===== config.mk =====
export PLATFORM = sky130hd
export DESIGN_NAME = front_panel_text_display_keys
export DESIGN_NICKNAME = d
export VERILOG_FILES = /design/src/inc/panel_pkg.sv /design/src/core/front_panel_text_display_keys.sv
export SDC_FILE = /design/constraint.sdc
export NUM_CORES = 1
export LEC_CHECK = 0
export BUFFER_PORTS_ARGS = -buffer_cell sky130_fd_sc_hd__buf_2
export CAP_MARGIN = 20
export CELL_PAD_IN_SITES_DETAIL_PLACEMENT = 0
export CELL_PAD_IN_SITES_GLOBAL_PLACEMENT = 1
export CORE_MARGIN = 3
export CORE_UTILIZATION = 25
export CTS_CLUSTER_DIAMETER = 40
export DETAILED_ROUTE_END_ITERATION = 12
export PLACE_DENSITY_LB_ADDON = 0.1
export SLEW_MARGIN = 5
export SYNTH_ARGS = -nofsm -noshare
export SYNTH_HDL_FRONTEND = slang
export SYNTH_SLANG_ARGS = --single-unit

===== constraint.sdc =====
create_clock -name clk -period 10.23 [get_ports clk]
set_clock_uncertainty 0.1 [all_clocks]
set_input_delay 2.046 -clock clk [delete_from_list [all_inputs] [get_ports clk]]
set_output_delay 2.046 -clock clk [all_outputs]
set_load 0.01 [all_outputs]

===== src/inc/panel_pkg.sv =====
// Purpose: constants and carriers of the front panel text display and keys
// Assumes: 100 MHz clk, 32-bit register port with byte addresses
// Notes: text words carry a logical port number beside the character
// Overview of operation
// - The display holds two rows of sixteen character cells.
// - Text sent to logical port 8 lands on the display, any other port goes to the serial output.
// - A substitution code in the text expands to the value register printed as two hex digits.
// - Code 0x0C puts the cursor at column one of the top row at once, then blanks every cell over 32 cycles.
// - Code 0x0D puts the cursor at column one of the top row and keeps the cells.
// - Code 0x0A puts the cursor at column one of the bottom row and keeps the cells.
// - A key word shows the four keys, bit 0 the first key and bit 3 the fourth, set while held.
// - Four key flags, one per key, read on while the key is pressed.
// - A programming download is accepted only when its station number equals the set station.
// - The station number is eight bits wide, for 256 units.
// - With monitor mode on, downloads and facility changes are refused and only observation passes.
package panel_pkg;
	localparam int ADDR_W = 8;
	localparam int DATA_W = 32;
	localparam int ROWS = 2;
	localparam int COLS = 16;
	localparam int CELLS = ROWS * COLS;
	localparam int STATION_W = 8;
	localparam int KEYS = 4;
	// ************************************
	// register byte offsets
	// ************************************
	localparam logic [ADDR_W-1:0] OFS_TEXT = 8'h00;
	localparam logic [ADDR_W-1:0] OFS_VALUE = 8'h04;
	localparam logic [ADDR_W-1:0] OFS_STATION = 8'h08;
	localparam logic [ADDR_W-1:0] OFS_CONFIG = 8'h0C;
	localparam logic [ADDR_W-1:0] OFS_STATUS = 8'h10;
	localparam logic [ADDR_W-1:0] OFS_CELL_IDX = 8'h14;
	localparam logic [ADDR_W-1:0] OFS_CELL_DATA = 8'h18;
	localparam logic [ADDR_W-1:0] OFS_KEYS = 8'h1C;
	// ************************************
	// fields and codes
	// ************************************
	localparam int CFG_MONITOR_BIT = 0;
	localparam int STAT_OVERRUN_BIT = 8;
	localparam logic [3:0] DISP_PORT = 4'h8;
	localparam logic [7:0] CC_CLEAR = 8'h0C;
	localparam logic [7:0] CC_HOME = 8'h0D;
	localparam logic [7:0] CC_LINE2 = 8'h0A;
	localparam logic [7:0] CC_SUBST = 8'h01;
	localparam logic [7:0] CH_BLANK = 8'h20;
	localparam logic [7:0] CH_FIRST_PRINT = 8'h20;
	localparam logic [7:0] CH_DEL = 8'h7F;
	localparam logic [7:0] STATION_RESET = 8'h00;
	// ************************************
	// timing
	// ************************************
	localparam int CLK_MHZ = 100;
	localparam int DEB_PERIOD_US = 1000;
	localparam int DEB_CYC = DEB_PERIOD_US * CLK_MHZ;
	localparam int DEB_SAMPLES = 4;
	typedef struct packed {
		logic [3:0] port;
		logic [7:0] ch;
	} text_cmd_t;
	typedef struct packed {
		logic req;
		logic [STATION_W-1:0] station;
		logic modify;
	} prog_req_t;
	typedef enum logic [1:0] {T_IDLE, T_HEXLO, T_CLEAR} text_state_t;
endpackage


===== src/core/front_panel_text_display_keys.sv =====
// Purpose: panel text display, key debouncing, station and monitor gate
// Assumes: keys are asynchronous pins, program requests are on clk
// Notes: writes to the text register while busy are dropped and flagged
`timescale 1ns/10ps
module front_panel_text_display_keys #(
	parameter int DEB_CYCLES = panel_pkg::DEB_CYC,
	parameter int DEB_COUNT = panel_pkg::DEB_SAMPLES
) (
	input wire logic clk,
	input wire logic srst,
	input wire logic [panel_pkg::ADDR_W-1:0] addr,
	input wire logic [panel_pkg::DATA_W-1:0] wrData,
	input wire logic wrStb,
	input wire logic rdStb,
	output logic [panel_pkg::DATA_W-1:0] rdData,
	input wire logic firstPushKey,
	input wire logic secondPushKey,
	input wire logic thirdPushKey,
	input wire logic fourthPushKey,
	output logic firstKeyFlag,
	output logic secondKeyFlag,
	output logic thirdKeyFlag,
	output logic fourthKeyFlag,
	input wire panel_pkg::prog_req_t prog,
	output logic progAccept,
	output logic progRefuse,
	output logic serValid,
	output logic [3:0] serPort,
	output logic [7:0] serData,
	output logic cellWe,
	output logic [4:0] cellIdx,
	output logic [7:0] cellChar
);
	import panel_pkg::*;
	function automatic logic [7:0] hexChar(input logic [3:0] n);
		hexChar = (n < 4'hA) ? (8'h30 + {4'h0, n}) : (8'h37 + {4'h0, n});
	endfunction
	// ************************************
	// text path
	// ************************************
	logic [7:0] dispMem [CELLS];
	text_state_t state_ff, nxt_state;
	logic row_ff, nxt_row;
	logic [4:0] col_ff, nxt_col;
	logic [4:0] clrIdx_ff, nxt_clrIdx;
	logic [7:0] value_ff, nxt_value;
	logic overrun_ff, nxt_overrun;
	logic serValid_ff, nxt_serValid;
	logic [3:0] serPort_ff, nxt_serPort;
	logic [7:0] serData_ff, nxt_serData, memChar, putChar;
	logic memWe, doPut, txtWr;
	logic [4:0] memIdx;
	text_cmd_t cmd;
	assign txtWr = wrStb && (addr == OFS_TEXT);
	assign cmd = text_cmd_t'(wrData[11:0]);
	always_comb begin
		nxt_state = state_ff;
		nxt_row = row_ff;
		nxt_col = col_ff;
		nxt_clrIdx = clrIdx_ff;
		nxt_value = value_ff;
		nxt_overrun = overrun_ff;
		nxt_serValid = 1'b0;
		nxt_serPort = serPort_ff;
		nxt_serData = serData_ff;
		memWe = 1'b0;
		memIdx = 5'h00;
		memChar = CH_BLANK;
		doPut = 1'b0;
		putChar = CH_BLANK;
		if (wrStb && addr == OFS_VALUE) begin
			nxt_value = wrData[7:0];
		end
		// write-one clears, a new overrun in the same cycle wins
		if (wrStb && addr == OFS_STATUS && wrData[STAT_OVERRUN_BIT]) begin
			nxt_overrun = 1'b0;
		end
		if (txtWr && state_ff != T_IDLE) begin
			nxt_overrun = 1'b1;
		end
		unique case (state_ff)
			T_IDLE: begin
				if (txtWr && cmd.port != DISP_PORT) begin
					nxt_serValid = 1'b1;
					nxt_serPort = cmd.port;
					nxt_serData = cmd.ch;
				end else if (txtWr) begin
					unique case (cmd.ch)
						CC_CLEAR: begin
							nxt_state = T_CLEAR;
							nxt_clrIdx = 5'h00;
							nxt_row = 1'b0;
							nxt_col = 5'h00;
						end
						CC_HOME: begin
							nxt_row = 1'b0;
							nxt_col = 5'h00;
						end
						CC_LINE2: begin
							nxt_row = 1'b1;
							nxt_col = 5'h00;
						end
						CC_SUBST: begin
							doPut = 1'b1;
							putChar = hexChar(value_ff[7:4]);
							nxt_state = T_HEXLO;
						end
						default: begin
							doPut = (cmd.ch >= CH_FIRST_PRINT) && (cmd.ch != CH_DEL) && !cmd.ch[7];
							putChar = cmd.ch;
						end
					endcase
				end
			end
			T_HEXLO: begin
				doPut = 1'b1;
				putChar = hexChar(value_ff[3:0]);
				nxt_state = T_IDLE;
			end
			T_CLEAR: begin
				memWe = 1'b1;
				memIdx = clrIdx_ff;
				memChar = CH_BLANK;
				nxt_clrIdx = clrIdx_ff + 5'h01;
				if (clrIdx_ff == 5'(CELLS - 1)) begin
					nxt_state = T_IDLE;
				end
			end
		endcase
		// past the last column the character is dropped
		if (doPut && col_ff < 5'(COLS)) begin
			memWe = 1'b1;
			memIdx = {row_ff, col_ff[3:0]};
			memChar = putChar;
			nxt_col = col_ff + 5'h01;
		end
	end
	always_ff @(posedge clk) begin
		if (srst) begin
			state_ff <= T_IDLE;
			row_ff <= 1'b0;
			col_ff <= 5'h00;
			clrIdx_ff <= 5'h00;
			value_ff <= 8'h00;
			overrun_ff <= 1'b0;
			serValid_ff <= 1'b0;
			serPort_ff <= 4'h0;
			serData_ff <= 8'h00;
		end else begin
			state_ff <= nxt_state;
			row_ff <= nxt_row;
			col_ff <= nxt_col;
			clrIdx_ff <= nxt_clrIdx;
			value_ff <= nxt_value;
			overrun_ff <= nxt_overrun;
			serValid_ff <= nxt_serValid;
			serPort_ff <= nxt_serPort;
			serData_ff <= nxt_serData;
		end
	end
	// cell contents survive reset, as an lcd would; software clears with 0x0C
	always_ff @(posedge clk) begin
		if (memWe) begin
			dispMem[memIdx] <= memChar;
		end
	end
	logic cellWe_ff, nxt_cellWe;
	logic [4:0] cellIdx_ff, nxt_cellIdx;
	logic [7:0] cellChar_ff, nxt_cellChar;
	always_comb begin
		nxt_cellWe = memWe;
		nxt_cellIdx = memWe ? memIdx : cellIdx_ff;
		nxt_cellChar = memWe ? memChar : cellChar_ff;
	end
	always_ff @(posedge clk) begin
		if (srst) begin
			cellWe_ff <= 1'b0;
			cellIdx_ff <= 5'h00;
			cellChar_ff <= CH_BLANK;
		end else begin
			cellWe_ff <= nxt_cellWe;
			cellIdx_ff <= nxt_cellIdx;
			cellChar_ff <= nxt_cellChar;
		end
	end
	// ************************************
	// key debouncing
	// ************************************
	logic [KEYS-1:0] keyRaw;
	logic [KEYS-1:0] keySync1_ff, keySync2_ff;
	logic [KEYS-1:0] keyState_ff;
	logic [$clog2(DEB_CYCLES)-1:0] tickCnt_ff, nxt_tickCnt;
	logic tick_ff, nxt_tick;
	assign keyRaw = {fourthPushKey, thirdPushKey, secondPushKey, firstPushKey};
	always_ff @(posedge clk) begin
		if (srst) begin
			keySync1_ff <= '0;
			keySync2_ff <= '0;
		end else begin
			keySync1_ff <= keyRaw;
			keySync2_ff <= keySync1_ff;
		end
	end
	// a slow sample tick rejects bounce far better than a per-clock filter
	always_comb begin
		nxt_tick = 1'b0;
		nxt_tickCnt = tickCnt_ff + 1'b1;
		if (tickCnt_ff == ($clog2(DEB_CYCLES))'(DEB_CYCLES - 1)) begin
			nxt_tickCnt = '0;
			nxt_tick = 1'b1;
		end
	end
	always_ff @(posedge clk) begin
		if (srst) begin
			tickCnt_ff <= '0;
			tick_ff <= 1'b0;
		end else begin
			tickCnt_ff <= nxt_tickCnt;
			tick_ff <= nxt_tick;
		end
	end
	for (genvar k = 0; k < KEYS; k++) begin : g_key
		logic [3:0] cnt_ff, nxt_cnt;
		logic st_ff, nxt_st;
		always_comb begin
			nxt_cnt = cnt_ff;
			nxt_st = st_ff;
			if (tick_ff) begin
				if (keySync2_ff[k] == st_ff) begin
					nxt_cnt = 4'h0;
				end else if (cnt_ff == 4'(DEB_COUNT - 1)) begin
					nxt_cnt = 4'h0;
					nxt_st = keySync2_ff[k];
				end else begin
					nxt_cnt = cnt_ff + 4'h1;
				end
			end
		end
		always_ff @(posedge clk) begin
			if (srst) begin
				cnt_ff <= 4'h0;
				st_ff <= 1'b0;
			end else begin
				cnt_ff <= nxt_cnt;
				st_ff <= nxt_st;
			end
		end
		assign keyState_ff[k] = st_ff;
	end
	assign firstKeyFlag = keyState_ff[0];
	assign secondKeyFlag = keyState_ff[1];
	assign thirdKeyFlag = keyState_ff[2];
	assign fourthKeyFlag = keyState_ff[3];
	// ************************************
	// station and monitor gate
	// ************************************
	logic [STATION_W-1:0] station_ff, nxt_station;
	logic monitor_ff, nxt_monitor;
	logic progAccept_ff, nxt_progAccept;
	logic progRefuse_ff, nxt_progRefuse;
	logic stnMatch;
	assign stnMatch = prog.station == station_ff;
	always_comb begin
		nxt_station = station_ff;
		nxt_monitor = monitor_ff;
		if (wrStb && addr == OFS_STATION) begin
			nxt_station = wrData[STATION_W-1:0];
		end
		if (wrStb && addr == OFS_CONFIG) begin
			nxt_monitor = wrData[CFG_MONITOR_BIT];
		end
		nxt_progAccept = prog.req && stnMatch && !(monitor_ff && prog.modify);
		nxt_progRefuse = prog.req && !nxt_progAccept;
	end
	always_ff @(posedge clk) begin
		if (srst) begin
			station_ff <= STATION_RESET;
			monitor_ff <= 1'b0;
			progAccept_ff <= 1'b0;
			progRefuse_ff <= 1'b0;
		end else begin
			station_ff <= nxt_station;
			monitor_ff <= nxt_monitor;
			progAccept_ff <= nxt_progAccept;
			progRefuse_ff <= nxt_progRefuse;
		end
	end
	// ************************************
	// register read port
	// ************************************
	logic [4:0] cellSel_ff, nxt_cellSel;
	logic [DATA_W-1:0] rdData_ff, nxt_rdData;
	always_comb begin
		nxt_cellSel = cellSel_ff;
		if (wrStb && addr == OFS_CELL_IDX) begin
			nxt_cellSel = wrData[4:0];
		end
		nxt_rdData = '0;
		if (rdStb) begin
			unique case (addr)
				OFS_VALUE: nxt_rdData = {24'h0, value_ff};
				OFS_STATION: nxt_rdData = {24'h0, station_ff};
				OFS_CONFIG: nxt_rdData = {31'h0, monitor_ff};
				OFS_STATUS: nxt_rdData = {23'h0, overrun_ff, state_ff != T_IDLE, row_ff, 1'b0, col_ff};
				OFS_CELL_IDX: nxt_rdData = {27'h0, cellSel_ff};
				OFS_CELL_DATA: nxt_rdData = {24'h0, dispMem[cellSel_ff]};
				OFS_KEYS: nxt_rdData = {28'h0, keyState_ff};
				default: nxt_rdData = '0;
			endcase
		end
	end
	always_ff @(posedge clk) begin
		if (srst) begin
			cellSel_ff <= 5'h00;
			rdData_ff <= '0;
		end else begin
			cellSel_ff <= nxt_cellSel;
			rdData_ff <= nxt_rdData;
		end
	end
	assign rdData = rdData_ff;
	assign progAccept = progAccept_ff;
	assign progRefuse = progRefuse_ff;
	assign serValid = serValid_ff;
	assign serPort = serPort_ff;
	assign serData = serData_ff;
	assign cellWe = cellWe_ff;
	assign cellIdx = cellIdx_ff;
	assign cellChar = cellChar_ff;
	// ************************************
	// checks
	// ************************************
	wire logic dispCmd = txtWr && state_ff == T_IDLE && cmd.port == DISP_PORT;
	clear_blanks_a: assert property (@(posedge clk) disable iff (srst)
		dispCmd && cmd.ch == CC_CLEAR |=> !cellWe ##1 (cellWe && cellChar == CH_BLANK)[*8])
		else $error("clear does not blank cells");
	clear_home_a: assert property (@(posedge clk) disable iff (srst)
		dispCmd && cmd.ch == CC_CLEAR |=> row_ff == 1'b0 && col_ff == 5'h00 ##32 state_ff == T_IDLE)
		else $error("clear sequence length or cursor wrong");
	home_cursor_a: assert property (@(posedge clk) disable iff (srst)
		dispCmd && cmd.ch == CC_HOME |=> row_ff == 1'b0 && col_ff == 5'h00 && !cellWe)
		else $error("home code misbehaves");
	line_two_a: assert property (@(posedge clk) disable iff (srst)
		dispCmd && cmd.ch == CC_LINE2 |=> row_ff == 1'b1 && col_ff == 5'h00 && !cellWe)
		else $error("second line code misbehaves");
	put_advance_a: assert property (@(posedge clk) disable iff (srst)
		dispCmd && cmd.ch == 8'h41 && col_ff < 5'h10
		|=> col_ff == $past(col_ff) + 5'h01 && cellWe && cellChar == 8'h41)
		else $error("character not placed or cursor not advanced");
	col_limit_a: assert property (@(posedge clk) disable iff (srst)
		col_ff <= 5'h10 && !(memWe && state_ff == T_IDLE && col_ff == 5'h10))
		else $error("cursor or write beyond last column");
	serial_route_a: assert property (@(posedge clk) disable iff (srst)
		txtWr && state_ff == T_IDLE && cmd.port != DISP_PORT |=> serValid && serData == $past(cmd.ch) && !cellWe)
		else $error("non display port text misrouted");
	subst_hex_a: assert property (@(posedge clk) disable iff (srst)
		dispCmd && cmd.ch == CC_SUBST && col_ff < 5'h0F
		|=> cellChar == hexChar($past(value_ff[7:4])) ##1 cellWe && cellChar == hexChar(value_ff[3:0]))
		else $error("substitution not expanded");
	monitor_gate_a: assert property (@(posedge clk) disable iff (srst)
		prog.req && monitor_ff && prog.modify |=> progRefuse && !progAccept)
		else $error("modify passed in monitor mode");
	station_gate_a: assert property (@(posedge clk) disable iff (srst)
		prog.req && prog.station != station_ff |=> !progAccept && progRefuse)
		else $error("foreign station accepted");
	key_tick_a: assert property (@(posedge clk) disable iff (srst)
		!tick_ff |=> $stable(keyState_ff))
		else $error("key flags moved off sample tick");
endmodule // front_panel_text_display_keys


==> Yosys cells after proc, flatten, opt, wreduce, memory -nomap -nowiden <==
Memories as Yosys holds them, arrays and structs flattened. A register that Yosys moved wholly into a read port is not among the register bits.
Cells that the tools add are included.
Widths: inputs -> output; s select.
{ "classes": {"n_eq_ne": 32, "shift": 0, "n_bitwise": 7, "magnitude_cmp": 4, "mul": 0, "addsub": 11, "reduce_logical": 42, "div_mod_pow": 0, "n_mux": 47} }
{ "op_table": {"columns": ["operator", "count"], "rows": [
  ["$pmux 9 s7", 1],
  ["$mux 5", 12],
  ["$eq 8x4->1 const B", 5],
  ["$eq 8x5->1 const B", 4],
  ["$mux 4", 8],
  ["$pmux 8 s2", 2],
  ["$add 6x4->7 const A", 4],
  ["$mux 8", 3],
  ["$add 17x1->17 const B", 1],
  ["$eq 17x17->1 const B", 1],
  ["$add 4x1->4 const B", 4],
  ["$eq 4x2->1 const B", 4],
  ["$logic_and 1x1->1", 16],
  ["$reduce_and 4->1", 4],
  ["$mux 7", 2],
  ["$reduce_bool 2->1", 7],
  ["$reduce_and 3->1", 4],
  ["$add 5x1->5 const B", 2],
  ["$mux 1", 10],
  ["$pmux 5 s2", 1],
  ["$eq 8x1->1 const B", 1],
  ["$eq 8x3->1 const B", 1],
  ["$eq 8x8->1", 1],
  ["$ge 8x6->1 const B", 1],
  ["22 further kinds", 44]
]} }
{ "totals": {"latch_bits": 0, "romBits": 0, "ff_bits": 143, "output_inout_bits": 65, "n_memories": 1, "input_bits": 58, "ramBits": 256} }
{ "memory_table": {"columns": ["name", "depth", "width", "read_ports", "rd_ports_with_merged_regs", "wr", "line_no", "rtl"], "rows": [
  ["dispMem", 32, 8, 1, 1, 1, "front_panel_text_display_keys.sv:41", "logic [7:0] dispMem [CELLS];"]
]} }

==> Longest topological paths before layout <==
Gate-level depths: netlist (run 1).
{ "depth": {"word_depth": 11, "mapped_depth": 12, "ltp_nobuf": 8} }

==> Worst setup path after synthesis (run 1) <==
OpenSTA, ideal clock, no wires.
{ "synth_path": {"path_kind": "in2reg", "start": "in addr[5] in the netlist's numbering", "end": "mem dispMem[0][6], data pin", "arrival_ns": 5.090, "slack_ns": 4.556, "setup_time_ns": 0.484, "cell_stages": 6, "cell_sequence": "or4_1 > clkbuf_1 > or4_1 > buf_2 > a31o_2 > o32ai_1"} }
{ "synth_between": {"elab_chain_len": 7, "word_cells_on_any_way": 11} }
{ "synth_lines": {"columns": ["element", "line_no", "rtl"], "rows": [
  ["from (decl)", "front_panel_text_display_keys.sv:11", "input wire logic [panel_pkg::ADDR_W-1:0] addr,"],
  ["$logic_not 8->1 (*)", "front_panel_text_display_keys.sv:54", "assign txtWr = wrStb && (addr == OFS_TEXT);"],
  ["$logic_and 1x1->1 (*)", "front_panel_text_display_keys.sv:54", null],
  ["$mux 1 / $logic_and 1x1->1 (equally long branches)", "front_panel_text_display_keys.sv:87, front_panel_text_display_keys.sv:83", null],
  ["$mux 1", "front_panel_text_display_keys.sv:83", "if (txtWr && cmd.port != DISP_PORT) begin"],
  ["$pmux 1 s2", "front_panel_text_display_keys.sv:81", "unique case (state_ff)"],
  ["$logic_and 1x1->1", "front_panel_text_display_keys.sv:131", "if (doPut && col_ff < 5'(COLS)) begin"],
  ["$mux 8 (*)", "front_panel_text_display_keys.sv:131", null],
  ["net memChar[6]", "front_panel_text_display_keys.sv:50", "logic [7:0] serData_ff, nxt_serData, memChar, putChar;"],
  ["to (decl)", "front_panel_text_display_keys.sv:41", null]
]} }
The timed path passes the listed nets; every way through them passes the cells marked *.

==> Worst setup path after layout (run 1) <==
{ "layout_path": {"start": "in addr[4] in the netlist's numbering", "end": "mem dispMem[0][3] (enable)"} }
{ "layout_between": {"elab_chain_len": 9, "word_cells_on_any_way": 11} }
{ "layout_lines": {"columns": ["element", "line_no", "rtl"], "rows": [
  ["$logic_not 8->1 (*)", "front_panel_text_display_keys.sv:54", null],
  ["$logic_and 1x1->1 (*)", "front_panel_text_display_keys.sv:54", null],
  ["$mux 1 / $logic_and 1x1->1 (equally long branches)", "front_panel_text_display_keys.sv:87, front_panel_text_display_keys.sv:83", null],
  ["$mux 1 (*)", "front_panel_text_display_keys.sv:83", null],
  ["$pmux 1 s2 (*)", "front_panel_text_display_keys.sv:81", null],
  ["$logic_and 1x1->1 (*)", "front_panel_text_display_keys.sv:131", null],
  ["$mux 1", "front_panel_text_display_keys.sv:131", null],
  ["$mux 1", "front_panel_text_display_keys.sv:163", "if (memWe) begin"],
  ["$mux 1 (not written as such)", "front_panel_text_display_keys.sv:164", "dispMem[memIdx] <= memChar;"]
]} }
Mark *: on every way between the ends. The rest lies on a longest branch, timed or not.

==> results of run 1 <==
## stage by stage
stage               utilization, %  instance area (um2)  power, mW  worst slack [ps]
floorplan                        -                16100       1.71              4560
global placement              27.7                17500       1.73              3920
detailed placement            27.7                17500       1.73              3940
CTS                           32.2                20400       4.51              4570
global route                  32.3                20400       4.60              4570
finish                        32.3                20400       4.44              4720
## worst max path at each step
stage / start / endpoint / slack [ps] / depth (start not counted)
2_1_floorplan: addr[5] / dispMem[0][6]$_DFFE_PP_ / 4560 / 6
3_3_place_gp: addr[4] / dispMem[16][6]$_DFFE_PP_ / 3920 / 7
3_5_place_dp: addr[4] / dispMem[18][6]$_DFFE_PP_ / 3940 / 7
4_1_cts: addr[4] / dispMem[18][6]$_DFFE_PP_ / 4570 / 7
5_1_grt: addr[4] / dispMem[0][3]$_DFFE_PP_ / 4570 / 7
6_report: addr[4] / dispMem[0][3]$_DFFE_PP_ / 4720 / 7
## final cells by class
cell class / count / share of cell area (%)
clock inverter: 54 / 3.86
multi-input combinational: 703 / 27.0
timing repair buffer: 120 / 3.61
tap: 846 / 5.18
clock buffer: 85 / 10.0
inverter: 23 / 0.422
sequential: 381 / 49.9
## worst max-delay path, delay by kind of cell
family | cells | cell delay (ps)
AOI/OAI and AO/OA | 1 | 580
buffers and inverters | 1 | 170
muxes | 1 | 400
and+or+nand+nor | 4 | 2400
## cell families (layout without fill, tap and decap cells)
group                      count (synthesis)  count (layout)  synth area share (%)
xor gates and xnor gates                  29              29                  1.58
adders and majority gates                 13              13                  1.01
AOI/OAI and AO/OA                        165             165                  6.58
muxes                                    104             104                  12.6
and+or+nand+nor                          369             369                  11.4
other                                      1              23                0.0234
DFF                                      381             381                  63.5
buffers and inverters                    113             282                  3.29
## cells in the final DEF, fill, tap and decap left out, types with 23 or more instances in the layout
master	netlist	routed
edfxtp_1	256	256
clkbuf_16	0	80
nand2_1	104	104
nor3_1	32	25
nor2_1	68	68
xor2_1	23	23
dfxtp_1	125	123
buf_4	26	40
buf_2	5	78
inv_1	23	23
mux4_2	77	77
a21oi_1	76	75
nand3_1	49	49
conb_1	1	23
## registers in the layout, indices dropped and copies added (netlist names), 8 cells and up, named ones only
name	count
dispMem	256
tickCnt_ff	17
g_key.cnt_ff	16
rdData	9
cellChar	8
serData	8
station_ff	8
value_ff	8
## power groups by stage
stage / logic, mW / clock network [mW] / registers (mW)
floorplan: 0.0431 / 0 / 1.66
global placement: 0.0664 / 0 / 1.66
detailed placement: 0.0662 / 0 / 1.66
CTS: 0.0665 / 2.81 / 1.63
global route: 0.0727 / 2.89 / 1.63
finish: 0.0655 / 2.74 / 1.64
## per-layer routing
layer | vias to the layer above | wire (um) | global-route usage [%] | part of all wire, %
met5 | - | 0 | 0 | 0
met4 | 0 | 1080 | 5.22 | 2.3
met3 | 70 | 2350 | 3.21 | 4.9
met2 | 232 | 21300 | 21.4 | 45
met1 | 5094 | 22900 | 20.4 | 48
li1 | 4757 | - | - | -
==> flow_summary.toml, run 1 <==
[worst_setup_path]
ff2ff_path_depth = 8
crit_top_cell = "or4_1"
worst-endpoint-required_ps = 10330
reg2reg_setup_slack_ps = 6280
rr_startpoint = "state_ff[0]$_SDFFE_PP0P_"
reg2reg_to = "dispMem[0][3]$_DFFE_PP_"
path_cells = "buf_2 > or4_1 > or4_1 > a211oi_4 > nor2_2 > mux2i_2 > nor3_2"
cp_max_fo = 11
end_kind = "register"
slowest_stage = "nor3_2"
crit_type = "primary input to register"
start_kind = "primary input"
slowest_delay_ps = 760
critPathArrivalTime_ps = 5610

[logic_synthesis]
synth_top_area_share_pct = 47.9
synth.distinct_cells = 71
syn_area_per_cell_um2 = 13.7
syn_area_mm2 = 0.0160
synth_seq_cells = 381
yosys.area.top_type = "edfxtp_1"
yosys-top-cells-count = "edfxtp_1 (256), dfxtp_1 (125), nand2_1 (104), mux4_2 (77), a21oi_1 (76)"
synth_edf_count = 256
synth_async_sr_flop_share_pct = 0
yosysMostFrequentCell = "edfxtp_1"
yosys_warnings = 0
synth.yosys.seq_area_share_pct = 63.5
synthCells = 1175
synth_top_flop_cell = "edfxtp_1"
synthTopCellsByArea = "edfxtp_1 (48%), dfxtp_1 (16%), mux4_2 (11%)"

[sta]
hold_viol_final = 0
setup_viol = 0
period_share_pct = 53.9
rsz0062_at_grt = "no"
setup_tns_ps = 0
finalCriticalPeriod_ps = 5510
drv_slew = 0
maxSlewHeadroom_pct = 32.5
maxClockFrequency_mhz = 181
worst_pin_slew_ps = 1010
hold_slack_ps = 337

[drt]
post_drt_wl_per_cell_um = 21.5
ant_nets = 0
drt_iter0_drc = 570
vias = 10200
routed_wl_mm = 47.7
drc_errors = 0
dr.pass1.iters = 5
routed_via_density = 4.59

[clocking]
post_cts_resized = 0
cts_made_buffers = 77
cts.path.max_buffers = 3
cts_tree = "built"
clk_latency_ps = 590
cts_root_buf = "clkbuf_16"
cts_hold_buf = 0
h-tree-depth = 3
path_clk_slew_ps = 50
postCtsSetupRepairBufs = 0
cts.sinks = 381

[power_and_ir_drop]
internal_power_mw = 3.55
powerDensity_mw_per_mm2 = 217
power_switching_uw = 888
pwr-share-clk_pct = 61.7
power_frac_seq_pct = 36.8
leakagePower_nw = 7.12
switching_share_pct = 20.0
vdd_ir_drop_max_uv = 102
combPwrFrac_pct = 1.5

[die]
io_pins = 123
die_w_um = 259
start_util_pct = 25.3
die_area_mm2 = 0.0672
die_y_um = 259
core_mm2 = 0.0633
rows = 92

[hold_path]
hp-class = "register to register"
hold_path_end = "keySync2_ff[0]$_SDFF_PP0_"
worstHoldStart = "keySync1_ff[0]$_SDFF_PP0_"
min_path_cells = 1

[finish]
ff_latch_area_mm2 = 0.0102
multi_input_area_mm2 = 0.00552
layout-drive-gt1-share_pct = 26.5
final_nets = 1377
stdcell_count = 2212
nFillCells = 6357
antenna_cells = 0
areaGrowthSynthToFinish_pct = 27.4

[global_routing]
overflow = 0
antenna_found_initial = 0
grt_pass1_wl_mm = 70.9
grt_pass1_vias = 10300
grt_max_degree = 63
grtUsageTotal_pct = 14.3

[status]
status = "finished, final reports clean"

[placement]
dp_hpwl_mm = 30.7
port_buffers = 79
dp.cells = 2070
gp_congestion = 0.711

[job]
maxCapViolCount = 0
Note: power is estimated with default switching activity, not from simulation.
==> run 2: changes to the inputs <==
==> constraint.sdc (replaced) <==
create_clock -name clk -period 4.5 [get_ports clk]
set_clock_uncertainty 0.1 [all_clocks]
set_input_delay 0.9 -clock clk [delete_from_list [all_inputs] [get_ports clk]]
set_output_delay 0.9 -clock clk [all_outputs]
set_load 0.01 [all_outputs]
==> flow_summary.toml, run 2 (synthesized netlist as in run 1, its figures left out) <==
[global_routing]
use_met1_pct = 20.3
busiest_layer = "met2"
grt_max_degree = 60
grtUsageTotal_pct = 14.6
grt_pass1_wl_mm = 72.4
overflow = 0
gr-usage-met3_pct = 3.09
grt_pass1_vias = 10700
grt_use_met2_pct = 22.9
antenna_found_initial = 1

[die]
start_util_pct = 25.3
die_w_um = 259
die_y_um = 259
die_area_mm2 = 0.0672
core_mm2 = 0.0633
rows = 92
io_pins = 123

[clocking]
clk_latency_ps = 590
cts_made_buffers = 79
post_cts_resized = 0
cts.sinks = 381
postCtsSetupRepairBufs = 0
cts_tree = "built"
h-tree-depth = 3
path_clk_slew_ps = 40
cts.path.max_buffers = 3
cts_hold_buf = 0
cts_root_buf = "clkbuf_16"

[worst_setup_path]
cp_max_fo = 9
reg2reg_to = "dispMem[24][5]$_DFFE_PP_"
end_kind = "register"
endpoint = "dispMem[24][5]$_DFFE_PP_"
reg2reg_setup_slack_ps = 1040
path_cells = "buf_2 > or4_1 > or4_1 > a211o_4 > nand2_2 > o21ai_1 > buf_4 > nor4_2 > buf_4"
worst-endpoint-required_ps = 4690
startpoint = "addr[2]"
critPathArrivalTime_ps = 4000
rr_startpoint = "state_ff[0]$_SDFFE_PP0P_"
crit_type = "primary input to register"
start_kind = "primary input"
ff2ff_path_depth = 10
slowest_delay_ps = 720
slowest_stage = "or4_1"

[finish]
layout_common_cells = "edfxtp_1 (256), dfxtp_1 (123), nand2_1 (104)"
areaGrowthSynthToFinish_pct = 29.0
stdcell_area_mm2 = 0.0207
nFillCells = 6300
final_common_cell = "edfxtp_1"
regMostFlops = "dispMem"
layout-drive-gt1-share_pct = 27.5
top_regs = "dispMem: 256 flops, tickCnt_ff: 17 flops, g_key.cnt_ff: 16 flops"
final_nets = 1418
postLayoutCoreUtil_pct = 32.7
stdcell_count = 2258
largest_reg_flops = 256

[hold_path]
hp-class = "register to register"

[drt]
dr.pass1.iters = 5
drt_iter0_drc = 591
routed_wl_mm = 48.6
routed_via_density = 4.55
drc_errors = 0
post_drt_wl_per_cell_um = 21.5
ant_nets = 0
vias = 10300

[placement]
placed_area_mm2 = 0.0180
dp_hpwl_mm = 31.8
dp.cells = 2112
gp_congestion = 0.736
port_buffers = 79

[sta]
setup_viol = 0
setup_tns_ps = 0
maxSlewHeadroom_pct = 35.9
finalCriticalPeriod_ps = 3810
drv_slew = 0
hold_viol_final = 0
maxClockFrequency_mhz = 262
worst_pin_slew_ps = 954
rsz0062_at_grt = "no"
period_share_pct = 84.7

[power_and_ir_drop]
vdd_ir_drop_max_uv = 267
powerDensity_mw_per_mm2 = 466
total_power_mw = 9.64
leakagePower_nw = 7.22

[status]
status = "finished, final reports clean"

[job]
maxCapViolCount = 0
==> run 2: critical path, delay by kind of cell <==
family | cells | cell delay [ps]
compound gates | 2 | 740
simple gates | 4 | 1710
buf+inv | 3 | 630
==> run 2: cell type report <==
| cell class | count | area (um2) | area share [%] |
|---|---|---|---|
| flip-flops and latches | 381 | 10200 | 49.3 |
| diodes | 1 | 2.50 | 0.0121 |
| inverters | 23 | 86.3 | 0.417 |
| multi-input cells | 703 | 5480 | 26.5 |
| clock buffers | 96 | 2190 | 10.6 |
| well taps | 846 | 1060 | 5.12 |
| clock inverters | 49 | 490 | 2.37 |
| repair buffers | 159 | 1190 | 5.73 |
==> run 2: through the flow <==
step	hold slack (ps)	setup WS [ps]
CTS	327	690
detailed placement	328	73.7
finish	328	690
floorplan	313	82.6
global placement	323	51.1
global route	351	511
==> run 2: report_power, final <==
part / leakage, nW / switching (mW) / internal (mW)
Combinational: 2.38 / 0.106 / 0.0493
Sequential: 3.57 / 0.00673 / 3.71
Clock: 1.27 / 1.88 / 3.89
Total: 7.22 / 1.99 / 7.66
==> run 2: how the worst min path moves through the flow <==
stage / from / to / slack (ps) / depth (start not counted)
after floorplan: overrun_ff$_SDFFE_PP0P_ / rdData[8]$_SDFF_PP0_ / 310 / 2
after global placement: keySync1_ff[0]$_SDFF_PP0_ / keySync2_ff[0]$_SDFF_PP0_ / 320 / 1
after detailed placement: overrun_ff$_SDFFE_PP0P_ / rdData[8]$_SDFF_PP0_ / 330 / 2
after CTS: overrun_ff$_SDFFE_PP0P_ / rdData[8]$_SDFF_PP0_ / 330 / 2
after global routing: overrun_ff$_SDFFE_PP0P_ / rdData[8]$_SDFF_PP0_ / 350 / 2
final: overrun_ff$_SDFFE_PP0P_ / rdData[8]$_SDFF_PP0_ / 330 / 2
==> run 2: per-layer routing <==
layer  vias to the layer above  wire (um)
met5                         -          0
met4                         0       1190
met3                        78       2150
met2                       213      22200
met1                      5150      23100
li1                       4824          -
==> run 3: changes to the inputs <==
--- a/config.mk
+++ b/config.mk
@@ -5,6 +5,7 @@
 export SDC_FILE = /design/constraint.sdc
 export NUM_CORES = 1
 export LEC_CHECK = 0
+export ABC_AREA = 1
 export BUFFER_PORTS_ARGS = -buffer_cell sky130_fd_sc_hd__buf_2
 export CAP_MARGIN = 20
 export CELL_PAD_IN_SITES_DETAIL_PLACEMENT = 0
==> constraint.sdc (replaced) <==
create_clock -name clk -period 3.1 [get_ports clk]
set_clock_uncertainty 0.1 [all_clocks]
set_input_delay 0.62 -clock clk [delete_from_list [all_inputs] [get_ports clk]]
set_output_delay 0.62 -clock clk [all_outputs]
set_load 0.01 [all_outputs]
==> flow_summary.toml, run 3 <==
[power_and_ir_drop]
powerDensity_mw_per_mm2 = 652
vdd_ir_drop_max_uv = 330
leakagePower_nw = 7.90
total_power_mw = 13.6

[drt]
post_drt_wl_per_cell_um = 18.7
dr.pass1.iters = 4
ant_nets = 0
drt_iter0_drc = 638
vias = 12300
routed_wl_mm = 52.2
routed_via_density = 4.39
drc_errors = 0

[sta]
drv_slew = 0
worst_pin_slew_ps = 708
period_share_pct = 84.7
setup_viol = 0
setup_tns_ps = 0
maxClockFrequency_mhz = 381
maxSlewHeadroom_pct = 52.7
rsz0062_at_grt = "no"
finalCriticalPeriod_ps = 2630
hold_viol_final = 0

[worst_setup_path]
start_kind = "register"
end_kind = "register"
critPathArrivalTime_ps = 2830
worst-endpoint-required_ps = 3300
cp_max_fo = 7
crit_type = "register to register"

[finish]
final_nets = 1948
final_common_cell = "nand2_1"
layout_common_cells = "nand2_1 (445), edfxtp_1 (256), nand3_1 (228)"
layout-drive-gt1-share_pct = 17.6
top_regs = "dispMem: 256 flops, tickCnt_ff: 17 flops, g_key.cnt_ff: 16 flops"
largest_reg_flops = 256
antenna_cells = 0
areaGrowthSynthToFinish_pct = 26.5
postLayoutCoreUtil_pct = 32.2
regMostFlops = "dispMem"

[logic_synthesis]
synth_seq_cells = 381
synthTopCellsByArea = "edfxtp_1 (46%), dfxtp_1 (15%), nand2_1 (10%)"
synthCells = 1711
synth.distinct_cells = 45
yosysMostFrequentCell = "nand2_1"
synth_top_flop_cell = "edfxtp_1"
yosys_warnings = 0
yosys-top-cells-count = "nand2_1 (445), edfxtp_1 (256), nand3_1 (228), dfxtp_1 (125), inv_1 (114)"
synth_top_area_share_pct = 46.5
synth_edf_count = 256
yosys.area.top_type = "edfxtp_1"
synth.yosys.seq_area_share_pct = 61.6
syn_area_per_cell_um2 = 9.67
syn_area_mm2 = 0.0165
synth_async_sr_flop_share_pct = 0

[status]
status = "finished, final reports clean"

[die]
start_util_pct = 25.5
io_pins = 123
die_y_um = 263
rows = 93
die_area_mm2 = 0.0693
die_w_um = 263
core_mm2 = 0.0649

[global_routing]
grt_max_degree = 107
overflow = 0
grt_pass1_vias = 12300
antenna_found_initial = 1
grt_pass1_wl_mm = 78.4
grtUsageTotal_pct = 15.0

[clocking]
path_clk_slew_ps = 50
cts.sinks = 381
clk_latency_ps = 590
h-tree-depth = 3
cts.path.max_buffers = 3
post_cts_resized = 0
cts_hold_buf = 0
cts_made_buffers = 74
postCtsSetupRepairBufs = 0
cts_tree = "built"
cts_root_buf = "clkbuf_16"

[placement]
dp_hpwl_mm = 33.9
port_buffers = 79
gp_congestion = 0.775

[job]
maxCapViolCount = 0

[hold_path]
hp-class = "primary input to register"
## run 3: cell count changes after synthesis, sizes merged, moves of 15 or more
cell    before  now
o211ai       3   18
mux2i       23    0
a21oi       76  108
mux4        77    0
o21ai       23   73
nor2        69  113
nand2      105  467
and3        22    0
inv         23  120
nor2b       15    0
nor4        16    1
buf         39   57
nand3       49  239
## run 3: final timing paths
check	slack, ps	cells after the start	end	start
setup / recovery	470	12	dispMem[17][6]$_DFFE_PP_	state_ff[0]$_SDFFE_PP0P_
hold / removal	140	3	keySync1_ff[3]$_SDFF_PP0_	fourthPushKey
setup reg to reg	470	12	dispMem[17][6]$_DFFE_PP_	state_ff[0]$_SDFFE_PP0P_
hold reg to reg	300	2	keySync2_ff[0]$_SDFF_PP0_	keySync1_ff[0]$_SDFF_PP0_
## run 3: cell families (layout without fill, tap and decap cells)
family	Yosys count	in the layout	share of synthesized area, %
adders and majority gates	13	13	0.983
DFF	381	381	61.6
xor gates and xnor gates	21	21	1.11
and+or+nand+nor	856	856	23.2
AOI/OAI and AO/OA	220	220	7.27
other	1	23	0.0227
buffers and inverters	219	425	5.79
## run 3: metrics by stage
stage / setup WS (ps) / instance area (um2) / hold slack (ps) / instances
after floorplan: 513 / 16600 / 288 / 1733
after global placement: 121 / 18400 / 292 / 2656
after detailed placement: 105 / 18400 / 296 / 2656
after CTS: 402 / 20900 / 88.8 / 2794
after global routing: 233 / 20900 / 123 / 2794
final: 473 / 20900 / 138 / 2794
## run 3: metal layers
metal | vias up | global-route usage, % | part of all wire (%)
li1 | 6143 | - | -
met1 | 5793 | 18.7 | 44
met3 | 94 | 2.78 | 4.2
met4 | 2 | 5.59 | 2.7
met2 | 238 | 25.8 | 49
met5 | - | 0 | 0.025
## run 3: area by class of cell
| class | instances | area (um2) |
|---|---|---|
| sequential | 381 | 10200 |
| multi-input combinational | 1133 | 5480 |
| fill | 6803 | 44000 |
| timing repair buffer | 163 | 1160 |
| clock buffer | 91 | 2030 |
| inverter | 124 | 478 |
| clock inverter | 47 | 517 |
| tap | 855 | 1070 |
## run 3: power by group
group | internal (mW) | switching (mW) | total, mW
Clock | 5.34 | 2.73 | 8.08
Sequential | 5.38 | 0.00519 | 5.38
Combinational | 0.0544 | 0.122 | 0.177
## run 3: critical path: stages (launching register included)
cell and delay (ps):
dfxtp_1 310, inv_1 100, ha_1 250, inv_1 120, nor3_4 210, nand3_2 150
nand2_4 150, nand3_1 80, nand2_1 220, buf_4 160, nand3_2 120, nor2_1 170
buf_4 190
